`src/crf_defines.svh`:
```
// register offsets, field positions, reset values and map bounds of the core register file
`ifndef CRF_DEFINES_SVH
`define CRF_DEFINES_SVH

// bus offsets (byte addresses, one word each)
`define CRF_OFS_DATA0       8'h00
`define CRF_OFS_DATA1       8'h04
`define CRF_OFS_DATA2       8'h08
`define CRF_OFS_DATA3       8'h0C
`define CRF_OFS_ADDR0       8'h10
`define CRF_OFS_ADDR1       8'h14
`define CRF_OFS_SB          8'h18
`define CRF_OFS_FB          8'h1C
`define CRF_OFS_PC          8'h20
`define CRF_OFS_VECTOR_TABLE_BASE        8'h24
`define CRF_OFS_USP         8'h28
`define CRF_OFS_ISP         8'h2C
`define CRF_OFS_FLAG        8'h30
`define CRF_OFS_SVF         8'h34
`define CRF_OFS_SVP         8'h38
`define CRF_OFS_VCT         8'h3C
`define CRF_OFS_LONG_LOW    8'h40
`define CRF_OFS_LONG_HIGH   8'h44
`define CRF_OFS_ACTIVE_SP   8'h48
`define CRF_OFS_DMA_BASE    8'h80
// offsets inside one dma channel block, channel stride 0x20
`define CRF_DMA_MODE        5'h00
`define CRF_DMA_COUNT       5'h04
`define CRF_DMA_COUNT_RLD   5'h08
`define CRF_DMA_MEM         5'h0C
`define CRF_DMA_MEM_RLD     5'h10
`define CRF_DMA_FIXED       5'h14

// flag word fields and software interrupt number limit
`define CRF_FLG_BANK        4
`define CRF_FLG_STACK       7
`define CRF_SWI_LIMIT       6'h20

// reset values
`define CRF_RST_FLAG        16'h0000
`define CRF_RST_WORD        24'h00_0000

// address map bounds
`define CRF_PERIPH_END      24'h00_03FF
`define CRF_RAM_START       24'h00_0400
`define CRF_RAM_END_DEF     24'h00_2BFF
`define CRF_SPAGE_START     24'hFF_FE00
`define CRF_SPAGE_END       24'hFF_FFDB
`define CRF_FIXVEC_START    24'hFF_FFDC

`endif

```
`src/crf_pkg.sv`:
```
// types of the core register file
package crf_pkg;

   typedef enum logic [2:0] {
      CRF_RGN_PERIPH,
      CRF_RGN_RAM,
      CRF_RGN_SPAGE,
      CRF_RGN_FIXVEC,
      CRF_RGN_OTHER
   } crf_region_t;

   typedef struct packed {
      logic [7:0]  mode;
      logic [15:0] count;
      logic [15:0] count_rld;
      logic [23:0] mem;
      logic [23:0] mem_rld;
      logic [23:0] fixed;
   } crf_dma_t;

   typedef struct packed {
      logic [1:0][3:0][15:0] data;
      logic [1:0][1:0][23:0] addr;
      logic [1:0][23:0]      sb;
      logic [1:0][23:0]      fb;
      logic [23:0]           pc;
      logic [23:0]           vector_table_base;
      logic [23:0]           user_stack_pointer;
      logic [23:0]           interrupt_stack_pointer;
      logic [15:0]           flag;
      logic [15:0]           saved_flags;
      logic [23:0]           saved_program_counter;
      logic [23:0]           fast_vector;
      crf_dma_t [1:0]        dma;
      logic [23:0]           active_sp;
      crf_region_t           region;
      logic                  ack;
      logic [31:0]           rdata;
   } crf_state_t;

endpackage

```
`src/crf_core.sv`:
```
// programmer-visible register set, dma parameters and address map decode of the core
//
// Chosen here: the Wishbone register port and the placing of the registers.
`timescale 1ns/1ns
`include "crf_defines.svh"

module crf_core #(
   parameter logic [23:0] RAM_END = `CRF_RAM_END_DEF
) (
   input  wire logic                core_clk_in,
   input  wire logic                rst_n_in,
   // classic wishbone slave
   input  wire logic                wb_cyc_in,
   input  wire logic                wb_stb_in,
   input  wire logic                wb_we_in,
   input  wire logic [7:0]          wb_adr_in,
   input  wire logic [3:0]          wb_sel_in,
   input  wire logic [31:0]         wb_dat_in,
   output logic      [31:0]         wb_dat_out,
   output logic                     wb_ack_out,
   // core side, same clock
   input  wire logic [23:0]         core_addr_in,
   input  wire logic                pc_load_in,
   input  wire logic [23:0]         pc_next_in,
   input  wire logic                fast_irq_take_in,
   input  wire logic                hw_irq_ack_in,
   input  wire logic                sw_int_in,
   input  wire logic [5:0]          sw_int_num_in,
   input  wire logic [1:0]          dma_reload_in,
   output logic                     bank_sel_out,
   output logic [23:0]              active_sp_out,
   output logic [23:0]              program_counter_out,
   output logic [23:0]              fast_vector_out,
   output logic [23:0]              vector_table_base_out,
   output crf_pkg::crf_region_t     region_out
);

   crf_pkg::crf_state_t s_q;
   crf_pkg::crf_state_t s_d;

   // byte-lane merge of a bus write into an old value
   function automatic logic [31:0] lane_merge(
      input logic [31:0] old_val,
      input logic [31:0] new_val,
      input logic [3:0]  sel
   );
      logic [31:0] res;
      res = old_val;
      for (int b = 0; b < 4; b++)
      begin
         if (sel[b])
         begin
            res[8*b +: 8] = new_val[8*b +: 8];
         end
      end
      return res;
   endfunction

   // map decode of a core address
   function automatic crf_pkg::crf_region_t decode_region(
      input logic [23:0] a
   );
      crf_pkg::crf_region_t r;
      r = crf_pkg::CRF_RGN_OTHER;
      if (a <= `CRF_PERIPH_END)
      begin
         r = crf_pkg::CRF_RGN_PERIPH;
      end
      else if (a >= `CRF_RAM_START && a <= RAM_END)
      begin
         r = crf_pkg::CRF_RGN_RAM;
      end
      else if (a >= `CRF_FIXVEC_START)
      begin
         r = crf_pkg::CRF_RGN_FIXVEC;
      end
      else if (a >= `CRF_SPAGE_START && a <= `CRF_SPAGE_END)
      begin
         r = crf_pkg::CRF_RGN_SPAGE;
      end
      return r;
   endfunction

   logic        access;
   logic        bank;
   logic        in_dma;
   logic        ch;
   logic [4:0]  dofs;
   logic [31:0] rd;
   logic [31:0] tmp;

   // all register behaviour: bus access first, core events after so they win
   always_comb
   begin
      s_d     = s_q;
      s_d.ack = 1'b0;
      rd      = 32'h0000_0000;
      tmp     = 32'h0000_0000;
      // one answer per request; ack drops the cycle after it was given
      access  = wb_cyc_in & wb_stb_in & ~s_q.ack;
      // bank decided by the flag as it stands before this edge
      bank    = s_q.flag[`CRF_FLG_BANK];
      in_dma  = wb_adr_in[7];
      ch      = wb_adr_in[5];
      dofs    = wb_adr_in[4:0];
      s_d.region = decode_region(core_addr_in);

      // read mux, unmapped words read zero
      if (!in_dma)
      begin
         case (wb_adr_in)
            `CRF_OFS_DATA0:     rd = {16'h0000, s_q.data[bank][0]};
            `CRF_OFS_DATA1:     rd = {16'h0000, s_q.data[bank][1]};
            `CRF_OFS_DATA2:     rd = {16'h0000, s_q.data[bank][2]};
            `CRF_OFS_DATA3:     rd = {16'h0000, s_q.data[bank][3]};
            `CRF_OFS_ADDR0:     rd = {8'h00, s_q.addr[bank][0]};
            `CRF_OFS_ADDR1:     rd = {8'h00, s_q.addr[bank][1]};
            `CRF_OFS_SB:        rd = {8'h00, s_q.sb[bank]};
            `CRF_OFS_FB:        rd = {8'h00, s_q.fb[bank]};
            `CRF_OFS_PC:        rd = {8'h00, s_q.pc};
            `CRF_OFS_VECTOR_TABLE_BASE:      rd = {8'h00, s_q.vector_table_base};
            `CRF_OFS_USP:       rd = {8'h00, s_q.user_stack_pointer};
            `CRF_OFS_ISP:       rd = {8'h00, s_q.interrupt_stack_pointer};
            `CRF_OFS_FLAG:      rd = {16'h0000, s_q.flag};
            `CRF_OFS_SVF:       rd = {16'h0000, s_q.saved_flags};
            `CRF_OFS_SVP:       rd = {8'h00, s_q.saved_program_counter};
            `CRF_OFS_VCT:       rd = {8'h00, s_q.fast_vector};
            `CRF_OFS_LONG_LOW:  rd = {s_q.data[bank][2], s_q.data[bank][0]};
            `CRF_OFS_LONG_HIGH: rd = {s_q.data[bank][3], s_q.data[bank][1]};
            `CRF_OFS_ACTIVE_SP: rd = {8'h00, s_q.active_sp};
            default:            rd = 32'h0000_0000;
         endcase
      end
      else if (wb_adr_in[6] == 1'b0)
      begin
         case (dofs)
            `CRF_DMA_MODE:      rd = {24'h00_0000, s_q.dma[ch].mode};
            `CRF_DMA_COUNT:     rd = {16'h0000, s_q.dma[ch].count};
            `CRF_DMA_COUNT_RLD: rd = {16'h0000, s_q.dma[ch].count_rld};
            `CRF_DMA_MEM:       rd = {8'h00, s_q.dma[ch].mem};
            `CRF_DMA_MEM_RLD:   rd = {8'h00, s_q.dma[ch].mem_rld};
            `CRF_DMA_FIXED:     rd = {8'h00, s_q.dma[ch].fixed};
            default:            rd = 32'h0000_0000;
         endcase
      end

      if (access)
      begin
         s_d.ack   = 1'b1;
         s_d.rdata = wb_we_in ? 32'h0000_0000 : rd;
      end
      else
      begin
         s_d.rdata = 32'h0000_0000;
      end

      // bus writes, merged per byte lane; narrow registers ignore upper lanes
      if (access && wb_we_in)
      begin
         tmp = lane_merge(rd, wb_dat_in, wb_sel_in);
         if (!in_dma)
         begin
            case (wb_adr_in)
               // lane 0 and lane 1 reach the low and high byte alone
               `CRF_OFS_DATA0:     s_d.data[bank][0] = tmp[15:0];
               `CRF_OFS_DATA1:     s_d.data[bank][1] = tmp[15:0];
               `CRF_OFS_DATA2:     s_d.data[bank][2] = tmp[15:0];
               `CRF_OFS_DATA3:     s_d.data[bank][3] = tmp[15:0];
               `CRF_OFS_ADDR0:     s_d.addr[bank][0] = tmp[23:0];
               `CRF_OFS_ADDR1:     s_d.addr[bank][1] = tmp[23:0];
               `CRF_OFS_SB:        s_d.sb[bank]      = tmp[23:0];
               `CRF_OFS_FB:        s_d.fb[bank]      = tmp[23:0];
               `CRF_OFS_PC:        s_d.pc            = tmp[23:0];
               `CRF_OFS_VECTOR_TABLE_BASE:      s_d.vector_table_base          = tmp[23:0];
               // odd stack values are kept; software is expected to use even ones
               `CRF_OFS_USP:       s_d.user_stack_pointer           = tmp[23:0];
               `CRF_OFS_ISP:       s_d.interrupt_stack_pointer           = tmp[23:0];
               // bank flips for all eight banked registers together
               `CRF_OFS_FLAG:      s_d.flag          = tmp[15:0];
               `CRF_OFS_SVF:       s_d.saved_flags           = tmp[15:0];
               `CRF_OFS_SVP:       s_d.saved_program_counter           = tmp[23:0];
               `CRF_OFS_VCT:       s_d.fast_vector           = tmp[23:0];
               `CRF_OFS_LONG_LOW:
               begin
                  s_d.data[bank][0] = tmp[15:0];
                  s_d.data[bank][2] = tmp[31:16];
               end
               `CRF_OFS_LONG_HIGH:
               begin
                  s_d.data[bank][1] = tmp[15:0];
                  s_d.data[bank][3] = tmp[31:16];
               end
               default:
               begin
                  s_d.data = s_d.data;                              // read-only or unmapped
               end
            endcase
         end
         else if (wb_adr_in[6] == 1'b0)
         begin
            case (dofs)
               `CRF_DMA_MODE:      s_d.dma[ch].mode      = tmp[7:0];
               `CRF_DMA_COUNT:     s_d.dma[ch].count     = tmp[15:0];
               `CRF_DMA_COUNT_RLD: s_d.dma[ch].count_rld = tmp[15:0];
               `CRF_DMA_MEM:       s_d.dma[ch].mem       = tmp[23:0];
               `CRF_DMA_MEM_RLD:   s_d.dma[ch].mem_rld   = tmp[23:0];
               `CRF_DMA_FIXED:     s_d.dma[ch].fixed     = tmp[23:0];
               default:
               begin
                  s_d.dma = s_d.dma;
               end
            endcase
         end
      end

      // per-channel reload from the core; hardware wins over a same-cycle write
      for (int c = 0; c < 2; c++)
      begin
         if (dma_reload_in[c])
         begin
            s_d.dma[c].count = s_q.dma[c].count_rld;
            s_d.dma[c].mem   = s_q.dma[c].mem_rld;
         end
      end

      // program counter advance by the core
      if (pc_load_in)
      begin
         s_d.pc = pc_next_in;
      end

      // fast interrupt: save flags and counter, branch to the fast vector
      if (fast_irq_take_in)
      begin
         s_d.saved_flags = s_q.flag;
         s_d.saved_program_counter = s_q.pc;
         s_d.pc  = s_q.fast_vector;
      end

      // interrupt entry forces the interrupt stack; beats a bus write of the flag
      if (hw_irq_ack_in || (sw_int_in && sw_int_num_in < `CRF_SWI_LIMIT))
      begin
         s_d.flag[`CRF_FLG_STACK] = 1'b0;
      end

      // registered copy of the active stack pointer, follows the new flag
      s_d.active_sp = s_d.flag[`CRF_FLG_STACK] ? s_d.user_stack_pointer : s_d.interrupt_stack_pointer;
   end

   // single state register
   always_ff @(posedge core_clk_in or negedge rst_n_in)
   begin
      if (!rst_n_in)
      begin
         s_q           <= '0;
         s_q.flag      <= `CRF_RST_FLAG;
         s_q.pc        <= `CRF_RST_WORD;
         s_q.active_sp <= `CRF_RST_WORD;
         s_q.region    <= crf_pkg::CRF_RGN_PERIPH;
      end
      else
      begin
         s_q <= s_d;
      end
   end

   // outputs straight from the state register
   assign wb_dat_out            = s_q.rdata;
   assign wb_ack_out            = s_q.ack;
   assign bank_sel_out          = s_q.flag[`CRF_FLG_BANK];
   assign active_sp_out         = s_q.active_sp;
   assign program_counter_out   = s_q.pc;
   assign fast_vector_out       = s_q.fast_vector;
   assign vector_table_base_out = s_q.vector_table_base;
   assign region_out            = s_q.region;

endmodule // crf_core

```
`config.mk`:
```
export PLATFORM = sky130hd
export DESIGN_NAME = crf_core
export DESIGN_NICKNAME = d
export VERILOG_FILES = /design/src/crf_pkg.sv /design/src/crf_core.sv
export VERILOG_INCLUDE_DIRS = /design/src
export SDC_FILE = /design/constraint.sdc
export NUM_CORES = 2
export LEC_CHECK = 0
export ABC_AREA = 1
export BUFFER_PORTS_ARGS = -buffer_cell sky130_fd_sc_hd__buf_2
export CORE_MARGIN = 10
export CORE_UTILIZATION = 25
export CTS_BUF_LIST = sky130_fd_sc_hd__clkbuf_8
export DETAILED_ROUTE_END_ITERATION = 10
export PLACE_DENSITY = 0.41
export SYNTH_ARGS = -nofsm -noshare
export SYNTH_HDL_FRONTEND = slang
export SYNTH_SLANG_ARGS = --single-unit
```
`constraint.sdc`:
```
create_clock -name core_clk_in -period 2.6 [get_ports core_clk_in]
set_input_delay 0.26 -clock core_clk_in [delete_from_list [all_inputs] [get_ports core_clk_in]]
set_output_delay 0.26 -clock core_clk_in [all_outputs]
set_load 0.01 [all_outputs]
```
-- Word level (Yosys, flattened, before mapping)
Index checks and enable logic that the tools add are counted.
- $lt $le $gt $ge: 11
- reductions and logical operators: 36
- bitwise operators: 5
- eq/ne operators: 27
- mux-type cells: 95
- div/mod/pow operators: 0
- $mul: 0
- shift-type cells: 0
- $add $sub $neg: 0
- operators with widths (operator ; number):
    $bwmux 224 ; 6
    $pmux 224 s6 ; 1
    $bwmux 128 ; 6
    $pmux 128 s6 ; 1
    $demux 112 s1 ; 6
    $pmux 32 s19 ; 1
    $mux 24 ; 19
    $mux 224 ; 2
    $mux 400 ; 1
    $mux 112 ; 3
    $demux 64 s1 ; 4
    $mux 48 ; 5
    $bwmux 96 ; 2
    $mux 64 ; 3
    $pmux 96 s2 ; 1
    $mux 176 ; 1
    $pmux 24 s6 ; 1
    $mux 32 ; 4
    $mux 104 ; 1
    $bwmux 48 ; 2
    $demux 48 s1 ; 2
    $mux 88 ; 1
    $mux 16 ; 5
    $mux 72 ; 1
    35 further kinds ; 95
- memory bits (read-only): 0
- word-level logic and storage cells: 215
- memories kept: 0
- output and inout port bits: 133
- RAM bits: 0
- input port bits: 109
- bits in latches: 0
- register bits after elaboration: 780

-- Logic depth before layout (Yosys ltp)
- word-level depth: 14
- gate-level depth with buffers: 20
- mapped depth without buffers: 17

-- Worst setup path after synthesis
Ideal clock, no wire load.
- path kind: flip-flop to flip-flop
- start: reg s_q, in the netlist bank_sel_out
- end: reg s_q[228] in the netlist's numbering
- clock period less this slack: 2385 ps
- library setup time: 117 ps
- path slack: 215 ps
- arrival time: 2268 ps
- data required time: 2483 ps
- buffers on the path: 5
- stages on the path, launching flop included: 20
- path through: dfrtp_1 > buf_2 > inv_2 > buf_4 > buf_4 > buf_2 > buf_2 > nand2_1 > o21ai_0 > nor2_1 > nor2_1 > nand2_1 > nor2_1 > nand3_1 > nand2_1 > nand3_1 > nand2_1 > nand2_1 > nand2_1 > nand2_1
- longest elaborated chain between the ends: 12
- elaborated cells on any way between the ends: 18
- classes of those cells: 18 x mux
- ends and longest elaborated chain (item ; RTL line ; text):
    from (decl) ; crf_core.sv:38 ; crf_pkg::crf_state_t s_q;
    $mux 64 (implied by the code) (tied with other cells) (2 in series) ; crf_core.sv:113, crf_core.sv:129 ;
    $pmux 32 s19 * ; crf_core.sv:111 ; case (wb_adr_in)
    $mux 32 * ; crf_core.sv:109 ; if (!in_dma)
    $mux 8 * ; crf_core.sv:51 ; if (sel[b])
    $mux 8 * ; crf_core.sv:158 ; if (access && wb_we_in)
    $bwmux 224 * ; crf_core.sv:205 ; `CRF_DMA_MEM: s_d.dma[ch].mem = tmp[23:0];
    $pmux 224 s6 * ; crf_core.sv:201 ; case (dofs)
    $mux 224 * ; crf_core.sv:199 ; else if (wb_adr_in[6] == 1'b0)
    $mux 224 * ; crf_core.sv:161 ; if (!in_dma)
    $mux 400 * ; crf_core.sv:158 ;
    $mux 24 * ; crf_core.sv:219 ; if (dma_reload_in[c])
Every way passes the cells marked *; elsewhere a longest branch is shown, timed or not. The select of a mux whose other input is x is not followed.
A chain may end at the register's enable or synchronous reset.

-- Final worst setup path
- start: reg s_q, in the netlist bank_sel_out
- end: reg s_q, in the netlist program_counter_out[14]
- longest elaborated chain between the ends: 11
- elaborated cells on any way between the ends: 17
- classes of those cells: 17 x mux
- ends and longest elaborated chain (item ; RTL line ; text):
    $mux 64 (implied by the code) (tied with other cells) (2 in series) ; crf_core.sv:113, crf_core.sv:129 ;
    $pmux 32 s19 * ; crf_core.sv:111 ;
    $mux 32 * ; crf_core.sv:109 ;
    $mux 8 * ; crf_core.sv:51 ;
    $mux 8 * ; crf_core.sv:158 ;
    $mux 24 * ; crf_core.sv:163 ; case (wb_adr_in)
    $mux 176 * ; crf_core.sv:161 ;
    $mux 400 * ; crf_core.sv:158 ;
    $mux 24 * ; crf_core.sv:227 ; if (pc_load_in)
    $mux 24 * ; crf_core.sv:233 ; if (fast_irq_take_in)
Marks and branches as above.

==> results <==
- The run finished, with violations left.
- The final reports fail on setup timing.
- The count of flip-flops with a built-in enable after synthesis is 0.
- The clock tree skew after final layout is roughly 0.044 ns.
- The number of warning messages in the yosys log is 0.
- Including well taps, the total number of placed cells is 9011.
- The number of rows in the core area is between 150 and 200.
- The tool flagged a number of max-cap violations equal to 0.
- The HPWL after detailed placement is between 100 and 150 mm.
- Tracing the worst setup path back leads to its startpoint at bank_sel_out$_DFFE_PN0P_.
- Hold timing on the final database bottoms out at a slack of about 0.079 ns.
- Routability-driven placement finished with a final weighted congestion of ~0.90.
- The most used flip-flop cell after synthesis is sky130_fd_sc_hd__dfrtp_1.
- The count of nets left with antenna violations after detail routing is 0.
- Across every metal layer, demand over resource in global routing totals approximately a fifth.
- Setup repair after global routing could not meet its margin everywhere.
- Timing would allow up to approximately 380 MHz.
- The CTS sink count is 780.
- The finished layout holds ~9500 standard cells, fillers aside.
- The total wirelength of the detailed-routed design is slightly above 200 mm.
- Entering global routing, the biggest net connects 97 pins.
- In this run the static leakage power is about 30 nW.
- The most common library cell in the layout ignoring fill and taps is sky130_fd_sc_hd__nand2_1.
- STA classifies the critical path startpoint as a flip-flop.
- The global routing usage on met3 is about 3%.
- The average vias per placed instance is between 4 and 5.
- The critical register-to-register path startpoint is bank_sel_out$_DFFE_PN0P_.
- Of all nets on the critical path, the largest fanout is 7.
- Sequential cells were found to cover 44.1% of the synthesized design area.
- The maximum buffer depth of the clock tree is 3.
- After detailed placement, the total cell area comes to roughly 52000 um2.
- In this run, synthesis produced a sequential element count of a little under 800.
- The fraction of final layout cells with drive strength greater than 1 is a little under a quarter.
- For the pin with the worst max-slew slack, the measured transition is between 1 and 1.5 ns.
- The global-route wire length before repair is around 300 mm.
- Yosys mapped the design onto 43 distinct sky130hd cell types.
- The hold violation count in the final report is 0.
- For this configuration, the core starts out at a cell density of roughly a quarter.
- By area the synthesized netlist is led by sky130_fd_sc_hd__dfrtp_1 44%, sky130_fd_sc_hd__nand2_1 20%, sky130_fd_sc_hd__o21ai_0 7.5%.
- The average wire per cell in the routed design is between 20 and 25 um.
- In this run the tightest slew margin relative to its limit is approximately 22%.
- In the global route stage, met2 resource usage came out at roughly a third.
- VDD sags by at most between 400 and 500 uV.
- The via count of the first global-routing pass is about 44000.
- The classification of the worst-slack hold path is in -> async.
- The power density over cell area is between 400 and 500 nW/um2.
- The data required time of the critical path is about 3.5 ns.
- In the post-route analysis, the smallest setup slack over all paths is -0.0584 ns.
- The clock reaches the later pin of the worst-skew pair after 0.95 ns.
- The overall power is just under 30 mW.
- The number of DRC violations after detailed-routing iteration 0 is between 3000 and 4000.
- The global routing stage identified its most utilized layer as met2.
- The cell at the root of the clock tree is sky130_fd_sc_hd__clkbuf_8.
- The die is between 400 and 500 um wide.
- The global routing met1 resource utilization is about 29%.
- The final design instance area without fill is about 60000 um2.
- The cell count after synthesis is 6320.
- During I/O placement, the number of pins put on the boundary was approximately 240.
- The floorplan core area is around 180000 um2.
- The synthesized design spends more area on one cell type than any other, namely sky130_fd_sc_hd__dfrtp_1.
- The area growth from synthesis to final layout is 35.8%.
- The kind of critical path is reg -> reg.
- The full die area is between 150000 and 200000 um2.
- The post-layout net count is around 7100.
- When the netlist entered floorplanning its net count stood at 6429.
- The H-tree was split into 4 levels.
- Dividing the final minimum period by the clock period gives 102%.
- Global routing finished with a remaining overflow of 0.
- In this run the biggest area consumer among cell types represents between 40% and 50% of the synthesized area.
- The count of final max-slew check failures is 0.
- The capturing element type of the critical path is a flip-flop.
- Port buffering added between 200 and 250 buffers.
- Measured along the y axis, the die boundary spans roughly 440 um.
- The top cell types in the final layout, fill and taps aside, are 2134 x sky130_fd_sc_hd__nand2_1, 779 x sky130_fd_sc_hd__dfrtp_1, 569 x sky130_fd_sc_hd__o21ai_0.
- The number of antenna violations at the first check in global routing is 5.
- Setup violations remaining at the end of the flow were counted as 13.
- The cell area after synthesis is about 44000 um2.
- For this block, the via count after detailed routing is around 45000.
- Data on the critical path arrives at its endpoint at about 3.5 ns.
- Counting flops with an async set or reset pin after synthesis yields a share of 100%.
- The number of iterations in the first detailed-routing pass is 7.
- After clock tree synthesis, the clock-pin slew on the worst setup and hold paths is about 0.06 ns.
- The number of buffers inserted during clock tree synthesis is between 150 and 200.
- The routed design could run at a clock period as short as roughly 2.7 ns.
- The TritonCTS clock tree is built.
- After synthesis, the mean cell area works out to 7.00 um2.
- After detailed routing, the number of remaining DRC violations is 0.
==> critical path, cell delays in order, from the launching register on <==
cell and delay, ns:
sky130_fd_sc_hd__dfrtp_4 0.45, sky130_fd_sc_hd__buf_12 0.15, sky130_fd_sc_hd__buf_12 0.13, sky130_fd_sc_hd__clkinv_8 0.06, sky130_fd_sc_hd__buf_4 0.16, sky130_fd_sc_hd__o21ai_0 0.38, sky130_fd_sc_hd__nand2_1 0.16, sky130_fd_sc_hd__nand4_1 0.12
sky130_fd_sc_hd__nor2_1 0.05, sky130_fd_sc_hd__nand3_1 0.10, sky130_fd_sc_hd__nand2_2 0.10, sky130_fd_sc_hd__nand2_4 0.17, sky130_fd_sc_hd__clkinvlp_4 0.24, sky130_fd_sc_hd__o21ai_1 0.18, sky130_fd_sc_hd__nand2_1 0.06, sky130_fd_sc_hd__nand2_1 0.06
==> state kept, by name, indices dropped and copies added, names as in the netlist, 3 cells and up <==
name and flops:
wb_dat_out 32, s_q 647, vector_table_base_out 24, region_out 3, fast_vector_out 24, active_sp_out 24, program_counter_out 24
==> worst paths after layout <==
path                                                            end  depth (start not counted)  slack (ns)
min in group core_clk_in                       s_q[714]$_DFFE_PN0P_                         10        0.11
max in group asynchronous                      s_q[641]$_DFFE_PN0P_                          3        1.86
worst max-delay path            program_counter_out[14]$_DFFE_PN0P_                         15       -0.06
worst min register to register                 s_q[477]$_DFFE_PN0P_                          2        0.48
worst max register to register  program_counter_out[14]$_DFFE_PN0P_                         15       -0.06
worst min-delay path                           s_q[489]$_DFFE_PN0P_                          3        0.08
==> synth_stat cells (2+ instances only) <==
cell type / count
sky130_fd_sc_hd__a21oi_1: 290
sky130_fd_sc_hd__a22oi_1: 40
sky130_fd_sc_hd__a31oi_1: 12
sky130_fd_sc_hd__and2_1: 28
sky130_fd_sc_hd__buf_1: 29
sky130_fd_sc_hd__buf_2: 113
sky130_fd_sc_hd__buf_4: 154
sky130_fd_sc_hd__buf_6: 9
sky130_fd_sc_hd__clkbuf_1: 217
sky130_fd_sc_hd__clkinv_1: 7
sky130_fd_sc_hd__dfrtp_1: 780
sky130_fd_sc_hd__inv_1: 456
sky130_fd_sc_hd__inv_2: 6
sky130_fd_sc_hd__nand2_1: 2305
sky130_fd_sc_hd__nand2_2: 9
sky130_fd_sc_hd__nand2_4: 3
sky130_fd_sc_hd__nand3_1: 342
sky130_fd_sc_hd__nand3_2: 4
sky130_fd_sc_hd__nand3b_1: 2
sky130_fd_sc_hd__nand4_1: 32
sky130_fd_sc_hd__nor2_1: 496
sky130_fd_sc_hd__nor2_2: 11
sky130_fd_sc_hd__nor2_4: 7
sky130_fd_sc_hd__nor3_1: 16
sky130_fd_sc_hd__nor3_2: 3
sky130_fd_sc_hd__o211ai_1: 132
sky130_fd_sc_hd__o21a_1: 27
sky130_fd_sc_hd__o21ai_0: 662
sky130_fd_sc_hd__o21ai_1: 4
sky130_fd_sc_hd__o22ai_1: 90
sky130_fd_sc_hd__o41ai_1: 2
sky130_fd_sc_hd__or2_2: 21
==> through the flow <==
stage / setup TNS [ns] / setup slack [ns] / utilization (%)
CTS: -0.552 / -0.0533 / 33.0
finish: -0.237 / -0.0584 / 34.1
global placement: -302.40 / -0.705 / 29.6
floorplan: 0 / 0.215 / -
global route: -13.88 / -0.123 / 34.1
detailed placement: -292.38 / -0.694 / 29.6
==> cells by family (layout without fill, tap and decap cells) <==
group	count (synthesis)	after routing	synth area share, %
compound gates	1266	1266	15.9
buf+inv	991	1799	10.2
flops	780	780	44.1
other cells	0	2	0
simple gates	3283	3284	29.8
==> where the power goes <==
group | switching (mW) | internal [mW] | leakage [nW]
Clock | 6.11 | 7.24 | 1.85
Sequential | 0.287 | 12.6 | 9.98
Combinational | 2.20 | 1.29 | 18.6
Total | 8.59 | 21.1 | 30.4
==> routing by layer <==
| layer | vias up | share of wire, % |
|---|---|---|
| li1 | 21600 | - |
| met1 | 22100 | 45 |
| met2 | 1397 | 46 |
| met3 | 313 | 5.2 |
| met4 | 2 | 3.7 |
| met5 | - | 0.0043 |
==> area by class of cell <==
type,count,area (um2)
Sequential cell,780,19500
Inverter,469,1780
Timing Repair Buffer,1050,10000
Timing Repair inverter,2,23.8
Tap cell,2340,2930
Clock buffer,193,2660
Clock inverter,85,571
Fill cell,19000,116000
Multi-Input combinational cell,4550,22500
Antenna cell,2,5.00
==> repair_timing <==
action                                  4_1_cts  5_1_grt
gates cloned                                 15       13
endpoints found under the setup margin      705      687
gates resized for setup                     341      409
endpoints found under the hold margin      1128        0
hold buffers                                 89        0
setup buffers                                33       33
pin swaps                                    54      156
(Power assumes the default switching activity.)
